`src/hdl/kli_pkg.sv`:
```
// package: register map, field layout and reset values of the keypad level interrupt block
package kli_pkg;
  // register byte offsets (printed offsets are not multiples of four, so index * 4)
  localparam logic [7:0]  KLI_IDX_LEVEL_SEL  = 8'h9c;
  localparam logic [7:0]  KLI_IDX_LINE_EN    = 8'h9d;
  localparam logic [7:0]  KLI_IDX_LINE_FLAGS = 8'h9e;
  localparam logic [11:0] KLI_ADDR_LEVEL_SEL  = {2'h0, KLI_IDX_LEVEL_SEL, 2'h0};
  localparam logic [11:0] KLI_ADDR_LINE_EN    = {2'h0, KLI_IDX_LINE_EN, 2'h0};
  localparam logic [11:0] KLI_ADDR_LINE_FLAGS = {2'h0, KLI_IDX_LINE_FLAGS, 2'h0};
  // own control and interrupt registers
  localparam logic [11:0] KLI_ADDR_CTRL      = 12'h400;
  localparam logic [11:0] KLI_ADDR_IRQ_STAT  = 12'h404;
  localparam logic [11:0] KLI_ADDR_IRQ_MASK  = 12'h408;
  // field positions
  localparam int KLI_NLINES        = 8;
  localparam int KLI_CTRL_GIE_BIT  = 0;
  localparam int KLI_STAT_KEY_BIT  = 0;
  localparam int KLI_STAT_WAKE_BIT = 1;
  localparam int KLI_NSTAT         = 2;
  // reset values
  localparam logic [7:0] KLI_RST_LEVEL_SEL  = 8'h00;
  localparam logic [7:0] KLI_RST_LINE_EN    = 8'h00;
  localparam logic [7:0] KLI_RST_LINE_FLAGS = 8'h00;
  localparam logic [1:0] KLI_RST_STAT       = 2'h0;
  localparam logic [1:0] KLI_RST_MASK       = 2'h0;
  localparam logic       KLI_RST_GIE        = 1'b0;
endpackage

```
`src/hdl/kli_keypad_level_interrupt.sv`:
```
// keypad level interrupt: eight sticky level flags on a port, apb register slave
// Function
// - flag line when pin shows programmed level
// - enabled flags ORed into one shared request
// - flags stay set until software clears
// - writes to flag register ignored
// - flag register read returns then clears all
// - disabled line stays plain I/O, no request
// - enabled line flag drives interrupt request
// - reset clears flags and enable register
// - level select zero low, one high
// - global enable gates combined keypad request
// - eight independent sources, one shared vector
// - detected level wakes from idle, power-down
`timescale 1ns/100ps
module kli_keypad_level_interrupt
  import kli_pkg::*;
(
  // clock and reset
  input  wire logic        core_clk,
  input  wire logic        resetn,
  // apb slave
  input  wire logic        psel,
  input  wire logic        penable,
  input  wire logic        pwrite,
  input  wire logic [11:0] paddr,
  input  wire logic [31:0] pwdata,
  output logic      [31:0] prdata,
  output logic             pready,
  output logic             pslverr,
  // port pins and pin mode
  input  wire logic [7:0]  port_pin_in,
  output logic      [7:0]  line_is_keypad,
  // interrupt and wake outputs
  output logic             keypad_irq_req,
  output logic             keypad_wake,
  output logic             irq
);

  // all state of the block except the reset synchroniser
  typedef struct packed {
    logic [7:0]  level_sel;   // detected level per line
    logic [7:0]  line_en;     // per-line enable
    logic [7:0]  line_flags;  // sticky detection flags
    logic        gie;         // global keypad enable
    logic [1:0]  stat;        // sticky interrupt status
    logic [1:0]  mask;        // interrupt mask
    logic        req_q;       // registered gated keypad request
    logic        wake_q;      // registered wake request
  } kli_state_s;

  kli_state_s st_q;           // registered state
  kli_state_s st_d;           // next state
  logic [1:0] rst_sync_q;     // reset release synchroniser
  logic       rst_n;          // synchronised reset
  logic [7:0] detect;         // per-line level match
  logic [7:0] line_req;       // per-line enabled request
  logic       access;         // apb access phase
  logic       wr_en;          // write strobe
  logic       rd_en;          // read strobe
  logic       mapped;         // address hits a register

  // address decode used by the error answer; the read mux decodes paddr itself
  // exact match only: aliases would let a stray read clear the flags
  function automatic logic is_mapped(input logic [11:0] a);
    is_mapped = (a == KLI_ADDR_LEVEL_SEL) || (a == KLI_ADDR_LINE_EN) ||
                (a == KLI_ADDR_LINE_FLAGS) || (a == KLI_ADDR_CTRL) ||
                (a == KLI_ADDR_IRQ_STAT) || (a == KLI_ADDR_IRQ_MASK);
  endfunction

  // reset released through two flops, asserted at once
  // release is synchronous so no flop sees reset leave mid-cycle
  always_ff @(posedge core_clk or negedge resetn)
  begin
    if (!resetn)
    begin
      rst_sync_q <= 2'h0;
    end
    else
    begin
      rst_sync_q <= {rst_sync_q[0], 1'b1};
    end
  end
  assign rst_n = rst_sync_q[1];

  // per-line level compare and enable gating
  // one slice per port line, all lines alike and independent
  genvar gi;
  generate
    for (gi = 0; gi < KLI_NLINES; gi++)
    begin : g_line
      // high select matches high pin, low select matches low pin
      assign detect[gi]   = (port_pin_in[gi] == st_q.level_sel[gi]);
      // disabled lines never reach the shared request
      assign line_req[gi] = st_q.line_flags[gi] & st_q.line_en[gi];
    end
  endgenerate

  // apb strobes, zero wait state
  assign access  = psel & penable;
  assign wr_en   = access & pwrite;
  assign rd_en   = access & ~pwrite;
  assign mapped  = is_mapped(paddr);
  // no wait states: every register answers in the access cycle
  assign pready  = 1'b1;
  // unmapped offsets answer with an error but change nothing
  assign pslverr = access & ~mapped;

  // next-state logic
  always_comb
  begin
    st_d = st_q;
    // prdata is a mux of registered state, so no read flop is needed
    // flags: read clears all, new detections win over the clear
    // a level still held at the read sets its flag again at once
    if (rd_en && paddr == KLI_ADDR_LINE_FLAGS)
    begin
      st_d.line_flags = detect;
    end
    else
    begin
      st_d.line_flags = st_q.line_flags | detect;
    end
    // register writes; flag register has no write path
    // eight-bit registers take the low byte, upper bits dropped
    if (wr_en)
    begin
      unique case (paddr)
        KLI_ADDR_LEVEL_SEL: st_d.level_sel = pwdata[7:0];
        KLI_ADDR_LINE_EN:   st_d.line_en   = pwdata[7:0];
        KLI_ADDR_CTRL:      st_d.gie       = pwdata[KLI_CTRL_GIE_BIT];
        KLI_ADDR_IRQ_MASK:  st_d.mask      = pwdata[KLI_NSTAT-1:0];
        KLI_ADDR_IRQ_STAT:  st_d.stat      = st_q.stat & ~pwdata[KLI_NSTAT-1:0];
        KLI_ADDR_LINE_FLAGS: ;
        default:            ;
      endcase
    end
    // combined request gated by the global enable
    st_d.req_q  = (|line_req) & st_q.gie;
    // any enabled line seeing its level wakes the core, even without gie
    st_d.wake_q = |(detect & st_q.line_en);
    // sticky status, set wins over write-one-to-clear
    // so an event in the clearing cycle is never lost
    st_d.stat[KLI_STAT_KEY_BIT]  = st_d.stat[KLI_STAT_KEY_BIT] | st_q.req_q;
    st_d.stat[KLI_STAT_WAKE_BIT] = st_d.stat[KLI_STAT_WAKE_BIT] | st_q.wake_q;
  end

  // read mux, from registered state only
  always_comb
  begin
    prdata = 32'h0;
    if (rd_en)
    begin
      unique case (paddr)
        KLI_ADDR_LEVEL_SEL:  prdata = {24'h0, st_q.level_sel};
        KLI_ADDR_LINE_EN:    prdata = {24'h0, st_q.line_en};
        KLI_ADDR_LINE_FLAGS: prdata = {24'h0, st_q.line_flags};
        KLI_ADDR_CTRL:       prdata = {31'h0, st_q.gie};
        KLI_ADDR_IRQ_STAT:   prdata = {30'h0, st_q.stat};
        KLI_ADDR_IRQ_MASK:   prdata = {30'h0, st_q.mask};
        default:             prdata = 32'h0;
      endcase
    end
  end

  // single state register
  // reset branch loads constants only
  always_ff @(posedge core_clk or negedge rst_n)
  begin
    if (!rst_n)
    begin
      st_q.level_sel  <= KLI_RST_LEVEL_SEL;
      st_q.line_en    <= KLI_RST_LINE_EN;
      st_q.line_flags <= KLI_RST_LINE_FLAGS;
      st_q.gie        <= KLI_RST_GIE;
      st_q.stat       <= KLI_RST_STAT;
      st_q.mask       <= KLI_RST_MASK;
      st_q.req_q      <= 1'b0;
      st_q.wake_q     <= 1'b0;
    end
    else
    begin
      st_q <= st_d;
    end
  end

  // outputs, all from flops
  // irq is a plain and-or of flops, no extra delay
  assign line_is_keypad = st_q.line_en;
  assign keypad_irq_req = st_q.req_q;
  assign keypad_wake    = st_q.wake_q;
  assign irq            = |(st_q.stat & st_q.mask);

  // assertions
  // a set flag stays until a flag read
  sticky_flag_a: assert property (@(posedge core_clk) disable iff (!rst_n)
    (st_q.line_flags[0] && !(rd_en && paddr == KLI_ADDR_LINE_FLAGS)) |=> st_q.line_flags[0])
    else $error("flag dropped without a read");

  // a matching level sets the flag at the next edge
  detect_set_a: assert property (@(posedge core_clk) disable iff (!rst_n)
    (port_pin_in[3] == st_q.level_sel[3]) |=> st_q.line_flags[3])
    else $error("level not flagged");

  // a flag read with no level present leaves all flags clear
  read_clear_a: assert property (@(posedge core_clk) disable iff (!rst_n)
    (rd_en && paddr == KLI_ADDR_LINE_FLAGS && detect == 8'h00) |=> st_q.line_flags == 8'h00)
    else $error("flags not cleared by read");

  // a level seen during the clearing read survives it
  read_keep_a: assert property (@(posedge core_clk) disable iff (!rst_n)
    (rd_en && paddr == KLI_ADDR_LINE_FLAGS && detect[5]) |=> st_q.line_flags[5])
    else $error("detection lost on clearing read");

  // a write to the flags changes nothing beyond fresh detections
  no_write_a: assert property (@(posedge core_clk) disable iff (!rst_n)
    (wr_en && paddr == KLI_ADDR_LINE_FLAGS)
      |=> ((st_q.line_flags ^ $past(st_q.line_flags)) & ~$past(detect)) == 8'h00)
    else $error("flag register changed by write");

  // a request needs the global enable and an enabled flag
  req_gate_a: assert property (@(posedge core_clk) disable iff (!rst_n)
    keypad_irq_req |-> ($past(st_q.gie) && ($past(line_req) != 8'h00)))
    else $error("request without enabled flag");

  // no enabled line at all gives no request
  disabled_line_a: assert property (@(posedge core_clk) disable iff (!rst_n)
    (st_q.line_en == 8'h00) |=> !keypad_irq_req)
    else $error("disabled lines raised request");

  // an enabled set flag raises the request
  enabled_req_a: assert property (@(posedge core_clk) disable iff (!rst_n)
    (st_q.line_flags[2] && st_q.line_en[2] && st_q.gie) |=> keypad_irq_req)
    else $error("enabled flag gave no request");

  // global enable off blocks the request
  global_gate_a: assert property (@(posedge core_clk) disable iff (!rst_n)
    !st_q.gie |=> !keypad_irq_req)
    else $error("request passed with global enable off");

  // an enabled line seeing its level wakes the core
  wake_a: assert property (@(posedge core_clk) disable iff (!rst_n)
    (detect[1] && st_q.line_en[1]) |=> keypad_wake)
    else $error("no wake on detected level");

  // flags and enables come out of reset clear
  reset_val_a: assert property (@(posedge core_clk)
    $rose(rst_n) |-> (st_q.line_flags == 8'h00 && st_q.line_en == 8'h00))
    else $error("reset values wrong");

  // a request with its mask bit set reaches irq
  irq_out_a: assert property (@(posedge core_clk) disable iff (!rst_n)
    (keypad_irq_req && st_q.mask[KLI_STAT_KEY_BIT] && !wr_en) |=> irq)
    else $error("masked-in request gave no irq");

  // enable register takes the written low byte
  en_write_a: assert property (@(posedge core_clk) disable iff (!rst_n)
    (wr_en && paddr == KLI_ADDR_LINE_EN)
      |=> ({24'h0, line_is_keypad} == ($past(pwdata) & 32'h0000_00ff)))
    else $error("enable write lost");

  // a flag read returns the flags as they stood
  flags_read_a: assert property (@(posedge core_clk) disable iff (!rst_n)
    (rd_en && paddr == KLI_ADDR_LINE_FLAGS) |-> (prdata == {24'h0, st_q.line_flags}))
    else $error("flag read data wrong");

  // level select takes the written low byte
  level_write_a: assert property (@(posedge core_clk) disable iff (!rst_n)
    (wr_en && paddr == KLI_ADDR_LEVEL_SEL)
      |=> ({24'h0, st_q.level_sel} == ($past(pwdata) & 32'h0000_00ff)))
    else $error("level select write lost");

  // select zero: a low pin is flagged
  low_detect_a: assert property (@(posedge core_clk) disable iff (!rst_n)
    (!st_q.level_sel[0] && !port_pin_in[0]) |=> st_q.line_flags[0])
    else $error("low level not flagged");

  // select one: a high pin is flagged
  high_detect_a: assert property (@(posedge core_clk) disable iff (!rst_n)
    (st_q.level_sel[7] && port_pin_in[7]) |=> st_q.line_flags[7])
    else $error("high level not flagged");

  // a clear flag stays clear while its level is absent
  no_spurious_a: assert property (@(posedge core_clk) disable iff (!rst_n)
    (!st_q.line_flags[4] && (port_pin_in[4] != st_q.level_sel[4])) |=> !st_q.line_flags[4])
    else $error("flag set without its level");

  // wake only follows an enabled detection
  wake_gate_a: assert property (@(posedge core_clk) disable iff (!rst_n)
    keypad_wake |-> (($past(detect) & $past(st_q.line_en)) != 8'h00))
    else $error("wake without enabled detection");

  // key status stays until written with a one
  stat_sticky_a: assert property (@(posedge core_clk) disable iff (!rst_n)
    (st_q.stat[KLI_STAT_KEY_BIT] && !(wr_en && paddr == KLI_ADDR_IRQ_STAT))
      |=> st_q.stat[KLI_STAT_KEY_BIT])
    else $error("key status dropped");

  // a request sets key status even against a clear
  stat_set_a: assert property (@(posedge core_clk) disable iff (!rst_n)
    keypad_irq_req |=> st_q.stat[KLI_STAT_KEY_BIT])
    else $error("request not recorded");

  // enables and flags held clear during reset
  reset_en_a: assert property (@(posedge core_clk)
    !rst_n |-> (st_q.line_en == 8'h00 && st_q.line_flags == 8'h00))
    else $error("state not clear in reset");

  // control write sets the global enable
  gie_write_a: assert property (@(posedge core_clk) disable iff (!rst_n)
    (wr_en && paddr == KLI_ADDR_CTRL) |=> ({31'h0, st_q.gie} == ($past(pwdata) & 32'h1)))
    else $error("global enable write lost");

  // a write to the flags is dropped without an error
  flag_write_ok_a: assert property (@(posedge core_clk) disable iff (!rst_n)
    (wr_en && paddr == KLI_ADDR_LINE_FLAGS) |-> !pslverr)
    else $error("flag write answered with error");

  // mask register takes the written bits
  mask_write_a: assert property (@(posedge core_clk) disable iff (!rst_n)
    (wr_en && paddr == KLI_ADDR_IRQ_MASK) |=> ({30'h0, st_q.mask} == ($past(pwdata) & 32'h3)))
    else $error("mask write lost");

  // writing one clears wake status when no wake is pending
  w1c_a: assert property (@(posedge core_clk) disable iff (!rst_n)
    (wr_en && paddr == KLI_ADDR_IRQ_STAT && pwdata[KLI_STAT_WAKE_BIT] && !keypad_wake)
      |=> !st_q.stat[KLI_STAT_WAKE_BIT])
    else $error("wake status not cleared");

  // no enabled flag gives no request
  req_off_a: assert property (@(posedge core_clk) disable iff (!rst_n)
    (line_req == 8'h00) |=> !keypad_irq_req)
    else $error("request without any enabled flag");

  // unmapped reads answer zero with an error
  unmapped_a: assert property (@(posedge core_clk) disable iff (!rst_n)
    (rd_en && !mapped) |-> (prdata == 32'h0 && pslverr))
    else $error("unmapped read answered wrongly");

  // covers
  cov_read_clear_c: cover property (@(posedge core_clk) disable iff (!rst_n)
    st_q.line_flags != 8'h00 ##1 (rd_en && paddr == KLI_ADDR_LINE_FLAGS));
  cov_req_c: cover property (@(posedge core_clk) disable iff (!rst_n) $rose(keypad_irq_req));
  cov_irq_c: cover property (@(posedge core_clk) disable iff (!rst_n) $rose(irq));
  cov_wake_c: cover property (@(posedge core_clk) disable iff (!rst_n) $rose(keypad_wake));
  cov_keep_c: cover property (@(posedge core_clk) disable iff (!rst_n)
    (rd_en && paddr == KLI_ADDR_LINE_FLAGS && detect != 8'h00));

endmodule

```
`config.mk`:
```
export PLATFORM = sky130hd
export DESIGN_NAME = kli_keypad_level_interrupt
export DESIGN_NICKNAME = d
export VERILOG_FILES = /design/src/hdl/kli_pkg.sv /design/src/hdl/kli_keypad_level_interrupt.sv
export SDC_FILE = /design/constraint.sdc
export NUM_CORES = 1
export LEC_CHECK = 0
export ABC_AREA = 1
export BUFFER_PORTS_ARGS = -buffer_cell sky130_fd_sc_hd__buf_4
export CORE_MARGIN = 2
export CORE_UTILIZATION = 40
export DETAILED_ROUTE_END_ITERATION = 10
export PLACE_DENSITY = 0.68
export SETUP_SLACK_MARGIN = 0.5
export SLEW_MARGIN = 20
export SYNTH_ARGS = -nofsm -noshare
export SYNTH_HDL_FRONTEND = slang
export SYNTH_SLANG_ARGS = --single-unit
```
`constraint.sdc`:
```
create_clock -name core_clk -period 1.59 [get_ports core_clk]
set_input_delay 0.159 -clock core_clk [delete_from_list [all_inputs] [get_ports core_clk]]
set_output_delay 0.159 -clock core_clk [all_outputs]
set_load 0.005 [all_outputs]
```
# Yosys cells after proc, flatten, opt, wreduce, memory -nomap -nowiden

Cells that the tools add are included.

Logic and storage cells: 64
Output and inout port bits: 45
Register bits after elaboration: 33
Bits of input ports: 57

Mux-type cells: 6
Eq/ne operators: 14
Reductions and logical operators: 13
Bitwise gates (word level): 22

Operators with widths:

| kind                 | number |
|---|---|
| $pmux 8 s6           | 1 |
| $eq 12x10->1 const B | 3 |
| $eq 12x11->1 const B | 3 |
| $mux 8               | 2 |
| $reduce_or 8->1      | 2 |
| $and 1x1->1          | 13 |
| $and 8x8->8          | 1 |
| $eq 1x1->1           | 8 |
| $or 8x8->8           | 1 |
| $reduce_and 2->1     | 4 |
| $logic_or 1x1->1     | 5 |
| $and 2x2->2          | 2 |
| $mux 2               | 2 |
| $mux 4               | 1 |
| $not 1->1            | 2 |
| $not 2->2            | 1 |
| $or 1x1->1           | 2 |
| $reduce_or 2->1      | 1 |
| $logic_and 1x1->1    | 1 |

# Logic depth before layout (Yosys ltp)

Gate-level depths: netlist of the first run.

Word-level depth: 8
Depth in mapped cells: 10
Gate-level depth less buffers: 10

# Least setup slack after synthesis of the first run

Ideal clock, no wire load.

Path kind: input port to output port
From: input paddr[8]
To: output prdata[1]
Setup slack: 0.422 ns
Buffers on the path: 0
Required time: 1.431 ns
Arrival time: 1.009 ns
Cell stages on the path: 9
Cell sequence: inv_1 > nand2_2 > nor2_8 > nand3_2 > nand2_1 > inv_1 > nand2_2 > nand2_4 > nor2_2

Cells in the longest elaborated chain, start to end: 3
Elaborated cells on any way between the ends: 8
Those cells by class: 6 x eq/ne; 2 x mux

RTL lines:

| item                                                | RTL line                          | RTL |
|---|---|---|
| from (decl)                                         | kli_keypad_level_interrupt.sv:26  | `input wire logic [11:0] paddr,` |
| $eq 12x11->1 / $eq 12x10->1 (equally long branches) | kli_keypad_level_interrupt.sv:154 | `unique case (paddr)` |
| $pmux 8 s6 (*)                                      | kli_keypad_level_interrupt.sv:154 |  |
| $mux 8 (*)                                          | kli_keypad_level_interrupt.sv:152 | `if (rd_en)` |
| to (decl)                                           | kli_keypad_level_interrupt.sv:28  | `output logic [31:0] prdata,` |

Mark *: on every way between the ends. The rest lies on a longest branch, timed or not.

# Worst setup path after layout of the first run

From: input paddr[7]
To: output prdata[0]

Same word-level chain as after synthesis.

==> results.sh, run 1 <==
export IMPL_n_fill_cell=482
export IMPL_cts_root_buffer="clkbuf_8"
export IMPL_critPathKind="primary input to output pin"
export IMPL_core_um2=5540
export IMPL_io_buffer_count=52
export IMPL_rows=27
export IMPL_regArea_um2=828
export IMPL_setup_viol=0
export IMPL_ir_drop_mv=0.617
export IMPL_synthCells=293
export IMPL_dr_total_vias=1993
export IMPL_cp_data_required_time_ns=1.43
export IMPL_ys_warnings_count=0
export IMPL_cpMostUsedCell="nand2_1"
export IMPL_routed_wl_um=5190
export IMPL_crit_chain="buf_8 > inv_16 > nand2_8 > nor2_8 > nand2_4 > nor2_4 > nand2_1 > nand2_1 > inv_1 > a21oi_2 > buf_4"
export IMPL_maxSlewViolCount=0
export IMPL_skew_ns=0.00323
export IMPL_fmax_mhz=697
export IMPL_synth_most_common_cell="nand2_1"
export IMPL_dp_hpwl_um=3870
export IMPL_synth_top_area_share_pct=35.9
export IMPL_nets=421
export IMPL_post_drt_wl_per_cell_um=11.9
export IMPL_crit_arrival_ns=1.28
export IMPL_drive_gt1_share_pct=45.9
export IMPL_placedCellCount=413
export IMPL_cts_made_buffers=5
export IMPL_async_reset_ff_share_pct=100
export IMPL_track_usage_pct=16.7
export IMPL_drc=0
export IMPL_antenna_found_initial=0
export IMPL_synth_seq_cells=33
export IMPL_cellPowerDensity_nw_per_um2=537
export IMPL_rsz0062_at_grt="yes"
export IMPL_htreeDepth=2
export IMPL_ys_types=27
export IMPL_pin_count=102
export IMPL_p_leak_nw=1.58
export IMPL_worstSetupStartpoint="paddr[7]"
export IMPL_synth_top_area_cell="dfrtp_1"
export IMPL_synthTopCellsByCount="nand2_1 (51), inv_1 (41), buf_4 (33), dfrtp_1 (33), nor2_1 (27)"
export IMPL_grt_max_degree=32
export IMPL_p_switching_w=0.000429
export IMPL_insertion_delay_ns=0.28
export IMPL_crit_slowest_cell="nor2_4"
export IMPL_die_h_um=79.8
export IMPL_antenna_left=0
export IMPL_clockBufferDepth=2
export IMPL_crit_path_start_kind="primary input"
export IMPL_r2r_start="line_is_keypad[4]"
export IMPL_synth_top_flop_cell="dfrtp_1"
export IMPL_antenna_cells=0
export IMPL_hold_path_class="primary input to flip-flop"
export IMPL_crit_fanout=5
export IMPL_sw_frac_of_total_pct=24.9
export IMPL_p_int_w=0.00130
export IMPL_p_clk_share_pct=36.5
export IMPL_cts_tree="done"
export IMPL_die_area_um2=6370
export IMPL_floorplan_initialDensity_pct=41.5
export IMPL_yosysSeqAreaShare_pct=35.9
export IMPL_netlist_area_um2=2300
export IMPL_combPwrFrac_pct=14.6
export IMPL_grt_overflow=0
export IMPL_fin_crit_ns=1.43
export IMPL_hold_worst_slack_ns=0.123
export IMPL_final_util_pct=58.0
export IMPL_drtPass1Iterations=4
export IMPL_vias_per_cell=4.57
export IMPL_hold_start="port_pin_in[2]"
export IMPL_synthTopCellsByArea="dfrtp_1 (36%), buf_4 (11%), nand2_1 (8.3%)"
export IMPL_gp_congestion=0.886
export IMPL_dieWidth_um=79.8
export IMPL_clk_pin_slew_ns=0.06
export IMPL_status="completed"
export IMPL_cap_viol_max_count=0
export IMPL_worstSetupEndpointType="output pin"
export IMPL_fin_cells=436
export IMPL_area_growth_pct=39.8
export IMPL_multi_input_area_um2=1380
export IMPL_grt_pass1_vias=1833
export IMPL_fin_crit_sh_pct=90.2
export IMPL_setup_tns_ns=0
export IMPL_clock_sinks=33
export IMPL_hold_violations=0
export IMPL_crit_path_max_incr_delay_ns=0.19
export IMPL_avgSynthCellArea_um2=7.85
export IMPL_seq_power_share_pct=48.9
export IMPL_synth_edf_count=0
export IMPL_grt_pass1_wl_um=8240
export IMPL_first_iter_violations=94
export IMPL_total_power_w=0.00173
-- routing by layer --
layer | vias up | share of wire (%) | wire (um) | track usage (%)
li1 | 1005 | - | - | -
met5 | - | 0 | 0 | 0
met2 | 64 | 48 | 2470 | 26.7
met4 | 0 | 1.8 | 93 | 7.80
met3 | 8 | 5.7 | 297 | 3.17
met1 | 916 | 45 | 2330 | 21.7
-- through the flow --
stage	worst slack (ns)	cell area, um^2
2_1_floorplan	0.481	2510
3_3_place_gp	0.0849	2770
3_5_place_dp	0.0898	2770
4_1_cts	0.169	3010
5_1_grt	0.0699	3210
6_report	0.155	3210
-- power by group through the flow --
stage                     Sequential (W)  Clock [W]  Combinational [W]
final                           0.000845   0.000629           0.000252
after CTS                       0.000844   0.000647           0.000243
after global routing            0.000844   0.000672           0.000280
after floorplan                 0.000871          0           0.000151
after global placement          0.000860          0           0.000218
after detailed placement        0.000860          0           0.000221
-- kinds of logic after synthesis --
logic type	synth area share [%]
AND/OR/NAND/NOR	28.2
other	0.327
flip-flops	35.9
AO/OA/AOI/OAI	13.7
XOR/XNOR	3.05
buffers and inverters	18.8
-- cell usage in the layout, fill, tap and decap left out, drive strengths merged, types with 2 or more instances in the layout --
| cell type | n |
|---|---|
| o31ai | 2 |
| xnor2 | 6 |
| o21bai | 6 |
| o21ai | 30 |
| dfrtp | 33 |
| xor2 | 2 |
| buf | 74 |
| nand2 | 64 |
| conb | 26 |
| a22o | 2 |
| nor2 | 42 |
| inv | 43 |
| clkbuf | 7 |
| nand4 | 7 |
| nand3 | 15 |
-- worst max-delay path, delay by kind of cell --
family | cells | cell delay (ns)
compound gates | 1 | 0.14
simple gates | 6 | 0.64
buf+inv | 4 | 0.32
-- final cells by class --
cell class	count	area share, %
tap	72	2.80
inverter	43	6.46
clock buffer	7	2.69
timing repair buffer	75	19.3
sequential	33	25.8
multi-input combinational	206	42.9
-- worst paths after layout --
check                                    end  slack, ns  cells past startpoint
hold / removal                       st_q[9]       0.12                      3
min in group asynchronous      rst_sync_q[0]       0.19                      2
hold reg to reg                  keypad_wake       0.26                      1
max in group asynchronous  line_is_keypad[4]       1.02                      1
setup / recovery                   prdata[0]       0.16                     11
setup reg to reg              keypad_irq_req       0.49                      3
-- registers in the layout, summed over array words and instances, names as in the netlist --
signal and flops:
st_q 21, line_is_keypad 8, rst_sync_q 2, keypad_irq_req 1, keypad_wake 1
-- repair_timing --
action                                  4_1_cts  5_1_grt
gates resized for setup                      27       47
hold buffers                                  1        0
endpoints found under the setup margin       14       24
setup buffers                                 9        6
hold endpoints to repair                      2        0
pin swaps                                    20       18
cloned                                        0        0
(Power assumes the default switching activity.)
==> inputs of run 2 (changes only) <==
--- a/config.mk
+++ b/config.mk
@@ -10,7 +10,7 @@
 export CORE_MARGIN = 2
 export CORE_UTILIZATION = 40
 export DETAILED_ROUTE_END_ITERATION = 10
-export PLACE_DENSITY = 0.68
+export PLACE_DENSITY_LB_ADDON = 0.25
 export SETUP_SLACK_MARGIN = 0.5
 export SLEW_MARGIN = 20
 export SYNTH_ARGS = -nofsm -noshare
==> run 2 against run 1 <==
Non-clock buffer count unchanged. Critical endpoint unchanged. Setup slack lost 0.0010 ns. Power grew 0.29%. Largest power group unchanged. Largest cell class unchanged. Flip-flop and latch count stayed put.
==> results.sh, run 2 (synthesis results as in run 1) <==
export IMPL_dieWidth_um=79.8
export IMPL_hold_path_class="primary input to flip-flop"
export IMPL_clockBufferDepth=2
export IMPL_gp_congestion=0.796
export IMPL_crit_chain="buf_8 > inv_8 > nand2_8 > nor2_8 > nand2_4 > nor2_4 > nand2_1 > nand2_1 > inv_2 > a21oi_2 > buf_4"
export IMPL_worstSetupEndpointType="output pin"
export IMPL_antenna_found_initial=0
export IMPL_nets=421
export IMPL_io_buffer_count=52
export IMPL_largest_reg_flops=21
export IMPL_design_area_um2=3240
export IMPL_core_um2=5540
export IMPL_drtPass1Iterations=4
export IMPL_hold_start="port_pin_in[7]"
export IMPL_ff2ff_setup_slack_ns=0.52
export IMPL_antenna_cells=0
export IMPL_ir_drop_mv=0.560
export IMPL_r2r_end="keypad_wake"
export IMPL_insertion_delay_ns=0.28
export IMPL_floorplan_initialDensity_pct=41.5
export IMPL_cpMostUsedCell="nand2_1"
export IMPL_antenna_left=0
export IMPL_clk_pin_slew_ns=0.07
export IMPL_placedCellCount=414
export IMPL_cp_data_required_time_ns=1.43
export IMPL_dp_hpwl_um=4060
export IMPL_hold_worst_slack_ns=0.150
export IMPL_setup_viol=0
export IMPL_critPathBufInv=4
export IMPL_fin_cells=436
export IMPL_crit_fanout=6
export IMPL_crit_path_max_incr_delay_ns=0.19
export IMPL_area_growth_pct=41.1
export IMPL_placed_area_um2=2780
export IMPL_n_fill_cell=528
export IMPL_crit_arrival_ns=1.28
export IMPL_drc=0
export IMPL_grt_max_degree=32
export IMPL_holdPathStages=3
export IMPL_htreeDepth=2
export IMPL_grt_pass1_wl_um=8720
export IMPL_vias_per_cell=4.63
export IMPL_maxSlewViolCount=0
export IMPL_r2r_cells=4
export IMPL_fin_crit_sh_pct=90.3
export IMPL_crit_slowest_cell="nor2_8"
export IMPL_status="completed"
export IMPL_top_register="st_q"
export IMPL_total_power_w=0.00173
export IMPL_p_leak_nw=1.58
export IMPL_cts_made_buffers=5
export IMPL_grt_pass1_vias=1899
export IMPL_dr_total_vias=2018
export IMPL_skew_ns=0.00523
export IMPL_critPathKind="primary input to output pin"
export IMPL_hold_violations=0
export IMPL_first_iter_violations=74
export IMPL_cp_top_family="simple AND/OR/NAND/NOR gates"
export IMPL_die_h_um=79.8
export IMPL_fmax_mhz=697
export IMPL_cap_viol_max_count=0
export IMPL_cellPowerDensity_nw_per_um2=533
export IMPL_holdPathEnd="st_q[14]"
export IMPL_drive_gt1_share_pct=46.2
export IMPL_clock_sinks=33
export IMPL_layout_commonest_cell="buf_4"
export IMPL_rows=27
export IMPL_post_drt_wl_per_cell_um=12.6
export IMPL_die_area_um2=6370
export IMPL_cts_root_buffer="clkbuf_8"
export IMPL_routed_wl_um=5490
export IMPL_grt_overflow=0
export IMPL_crit_path_start_kind="primary input"
export IMPL_track_usage_pct=17.6
export IMPL_r2r_start="st_q[25]"
export IMPL_setup_tns_ns=0
export IMPL_most_common_layout_cells="buf_4 (61), nand2_1 (40), dfrtp_1 (32), inv_1 (30), conb_1 (26)"
export IMPL_pin_count=102
export IMPL_fin_crit_ns=1.44
export IMPL_cts_tree="done"
export IMPL_rsz0062_at_grt="yes"
[run 2: changes by cell type in the layout (fill, tap and decap cells not counted), moves of 2 or more]
cell / previous run / this run
nor2_1: 17 / 19
buf_8: 1 / 3
buf_12: 0 / 3
nor2_4: 15 / 12
nand2_2: 10 / 14
inv_2: 5 / 7
nand2_1: 44 / 40
buf_6: 13 / 7
[run 2: per-stage QoR]
step,utilization (%),setup WS (ns)
after floorplan,-,0.481
after global placement,50.1,0.0735
after detailed placement,50.1,0.0406
after CTS,55.0,0.145
after global routing,58.6,0.0832
final,58.6,0.154
[run 2: worst reg2reg max path: cells and delay by family (launching register included)]
family	cells	cell delay (ns)
AOI/OAI and AO/OA	1	0.10
xor gates and xnor gates	1	0.22
DFF	1	0.42
and+or+nand+nor	2	0.20
[run 2: worst max-delay path by stage]
stage | slack [ns] | end | cells after the start | startpoint
after global routing | 0.08 | prdata[1] | 11 | paddr[11]
after detailed placement | 0.04 | prdata[1] | 11 | paddr[7]
after global placement | 0.07 | prdata[2] | 11 | paddr[0]
final | 0.15 | prdata[0] | 11 | paddr[11]
after CTS | 0.15 | prdata[0] | 11 | paddr[8]
after floorplan | 0.48 | line_is_keypad[6] | 9 | paddr[7]
[run 2: area by class of cell]
| class | instances | area, um^2 | share of cell area (%) |
|---|---|---|---|
| Multi-Input combinational cell | 206 | 1380 | 42.7 |
| Sequential cell | 33 | 827 | 25.5 |
| Timing Repair Buffer | 75 | 652 | 20.1 |
| Inverter | 43 | 205 | 6.32 |
| Tap cell | 72 | 90.1 | 2.78 |
| Clock buffer | 7 | 86.3 | 2.66 |
[run 2: per-layer routing]
| metal | track usage [%] | vias up | share of wire (%) |
|---|---|---|---|
| met2 | 31.0 | 80 | 51 |
| met1 | 22.0 | 932 | 42 |
| met4 | 4.58 | 0 | 0.82 |
| met5 | 0 | - | 0 |
| li1 | - | 1002 | - |
| met3 | 3.51 | 4 | 6.2 |
[run 2: power by group]
group | internal [W] | switching [W]
registers | 0.000843 | 0.00000150
logic | 0.000116 | 0.000144
clock network | 0.000343 | 0.000282
[run 2: timing repair]
| item | in CTS | in global routing |
|---|---|---|
| setup endpoints to repair | 17 | 32 |
| endpoints found under the hold margin | 2 | 0 |
| setup buffers | 9 | 5 |
| cloned | 0 | 0 |
| resized for setup | 32 | 44 |
| hold buffers | 1 | 0 |
| pin swaps | 21 | 34 |
==> inputs of run 3 (changes only) <==
--- a/config.mk
+++ b/config.mk
@@ -7,10 +7,10 @@
 export LEC_CHECK = 0
 export ABC_AREA = 1
 export BUFFER_PORTS_ARGS = -buffer_cell sky130_fd_sc_hd__buf_4
-export CORE_MARGIN = 2
 export CORE_UTILIZATION = 40
 export DETAILED_ROUTE_END_ITERATION = 10
 export PLACE_DENSITY_LB_ADDON = 0.25
+export RECOVER_POWER = 25
 export SETUP_SLACK_MARGIN = 0.5
 export SLEW_MARGIN = 20
 export SYNTH_ARGS = -nofsm -noshare
==> run 3 against run 2 <==
Design area up 3.4%. Register-to-register slack worse by 0.02 ns. Worst hold slack got worse by 0.018 ns. First-iteration DRC count is 24% lower. Count of clock-buffer cells in the layout is the same. Combinational power grew 3%. Critical path depth grew 1. Via count rose by 0.64%. Sequential power barely moved. Flip-flop and latch count did not move. Critical path type unchanged. Critical endpoint is now pslverr.
==> results.sh, run 3 (synthesis results as in run 1) <==
export IMPL_clk_pin_slew_ns=0.07
export IMPL_crit_slowest_cell="nor2_2"
export IMPL_nets=430
export IMPL_dr_total_vias=2031
export IMPL_grt_overflow=0
export IMPL_gp_congestion=0.824
export IMPL_floorplan_initialDensity_pct=41.5
export IMPL_p_switching_w=0.000434
export IMPL_p_leak_nw=1.61
export IMPL_crit_path_start_kind="primary input"
export IMPL_maxSlewViolCount=0
export IMPL_p_clk_share_pct=36.0
export IMPL_pre_cts_ws_ns=0.0416
export IMPL_n_fill_cell=496
export IMPL_antenna_left=0
export IMPL_antenna_found_initial=0
export IMPL_cap_viol_max_count=0
export IMPL_cts_tree="done"
export IMPL_rows=27
export IMPL_die_area_um2=6060
export IMPL_drc=0
export IMPL_hold_path_class="primary input to flip-flop"
export IMPL_dp_hpwl_um=3830
export IMPL_fin_cells=445
export IMPL_crit_path_max_incr_delay_ns=0.14
export IMPL_worst_pin_slew_ns=0.776
export IMPL_seq_power_share_pct=48.5
export IMPL_critPathKind="primary input to output pin"
export IMPL_crit_chain="buf_4 > nor2_2 > nand2_2 > inv_2 > nand3_2 > nand2_2 > nor2_2 > nand2_4 > buf_4 > buf_6 > nor2_2 > buf_4"
export IMPL_top_register="st_q"
export IMPL_pin_count=102
export IMPL_grt_pass1_wl_um=8570
export IMPL_placedCellCount=413
export IMPL_cts_root_buffer="clkbuf_8"
export IMPL_crit_arrival_ns=1.27
export IMPL_rsz0062_at_grt="yes"
export IMPL_grt_pass1_vias=1834
export IMPL_cellPowerDensity_nw_per_um2=519
export IMPL_dieWidth_um=77.8
export IMPL_insertion_delay_ns=0.28
export IMPL_fin_crit_ns=1.43
export IMPL_io_buffer_count=52
export IMPL_cp_top_family="simple AND/OR/NAND/NOR gates"
export IMPL_setup_ws_ns=0.163
export IMPL_sw_frac_of_total_pct=24.9
export IMPL_status="completed"
export IMPL_worstSetupEndpointType="output pin"
export IMPL_track_usage_pct=18.2
export IMPL_largest_reg_flops=21
export IMPL_layout_commonest_cell="buf_4"
export IMPL_htreeDepth=2
export IMPL_drive_gt1_share_pct=49.9
export IMPL_p_int_w=0.00131
export IMPL_critPathBufInv=5
export IMPL_clockBufferDepth=2
export IMPL_crit_fanout=3
export IMPL_maxSlewHeadroom_pct=48.2
export IMPL_core_um2=5540
export IMPL_combPwrFrac_pct=15.5
export IMPL_drtPass1Iterations=4
export IMPL_area_growth_pct=45.9
export IMPL_skew_ns=0.00793
export IMPL_setup_viol=0
export IMPL_post_drt_wl_per_cell_um=12.1
export IMPL_fin_crit_sh_pct=89.7
export IMPL_hold_worst_slack_ns=0.132
export IMPL_hold_violations=0
export IMPL_antenna_cells=0
export IMPL_ir_drop_mv=0.482
export IMPL_clock_sinks=33
export IMPL_setup_tns_ns=0
export IMPL_most_common_layout_cells="buf_4 (61), nand2_1 (39), dfrtp_1 (32), inv_1 (28), conb_1 (26)"
export IMPL_routed_wl_um=5370
export IMPL_grt_max_degree=32
export IMPL_cts_made_buffers=5
export IMPL_first_iter_violations=56
export IMPL_fmax_mhz=701
export IMPL_die_h_um=77.8
export IMPL_vias_per_cell=4.56
export IMPL_cp_data_required_time_ns=1.43
==> run 3: changes by cell type in the layout (fill, tap and decap cells not counted), sizes merged <==
cell and change:
buf +7, clkbuf +2, clkinvlp +1, inv -1
==> run 3: power by group through the flow <==
stage / combinational, W / sequential [W] / clock (W)
CTS: 0.000252 / 0.000845 / 0.000637
floorplan: 0.000151 / 0.000871 / 0
global route: 0.000297 / 0.000844 / 0.000677
global placement: 0.000219 / 0.000860 / 0
detailed placement: 0.000221 / 0.000860 / 0
finish: 0.000270 / 0.000845 / 0.000628
==> run 3: worst min-delay path, cell delays in order <==
cell and delay, ns:
buf_4 0.09, xor2_1 0.06, o21ai_0 0.07
==> run 3: area by class of cell <==
type,instances,area [um^2],share of cell area [%]
clock buffers,7,86.3,2.57
multi-input cells,206,1420,42.2
repair buffers,84,727,21.7
well taps,72,90.1,2.68
flip-flops and latches,33,827,24.6
inverters,43,209,6.23
==> run 3: routing by layer <==
layer	vias up	track usage, %	wire (um)
met3	9	3.29	276
met2	68	30.6	2720
met4	0	6.42	91
met1	930	23.4	2280
li1	1024	-	-
met5	-	0	0
==> run 3: worst paths after layout <==
kind,from,to,slack (ns),cells past startpoint
worst max-delay path,paddr[2],pslverr,0.16,12
worst min-delay path,port_pin_in[2],st_q[9],0.13,3
worst max register to register,line_is_keypad[6],keypad_irq_req,0.50,5
worst min register to register,rst_sync_q[0],rst_sync_q[1],0.36,0
max in group asynchronous,rst_sync_q[1],line_is_keypad[4],0.65,1
min in group asynchronous,resetn,rst_sync_q[0],0.20,2
==> run 3: through the flow <==
stage	total power, W	area (um^2)	utilization, %
floorplan	0.00102	2510	-
detailed placement	0.00108	2770	50.0
global route	0.00182	3360	60.6
CTS	0.00173	3120	56.4
global placement	0.00108	2770	50.0
finish	0.00174	3360	60.6
==> run 3: timing repair <==
item	4_1_cts	5_1_grt
buffers inserted	14	10
hold buffers	1	0
hold endpoints to repair	2	0
setup endpoints to repair	15	33
resized for setup	47	46
pin swaps	23	30
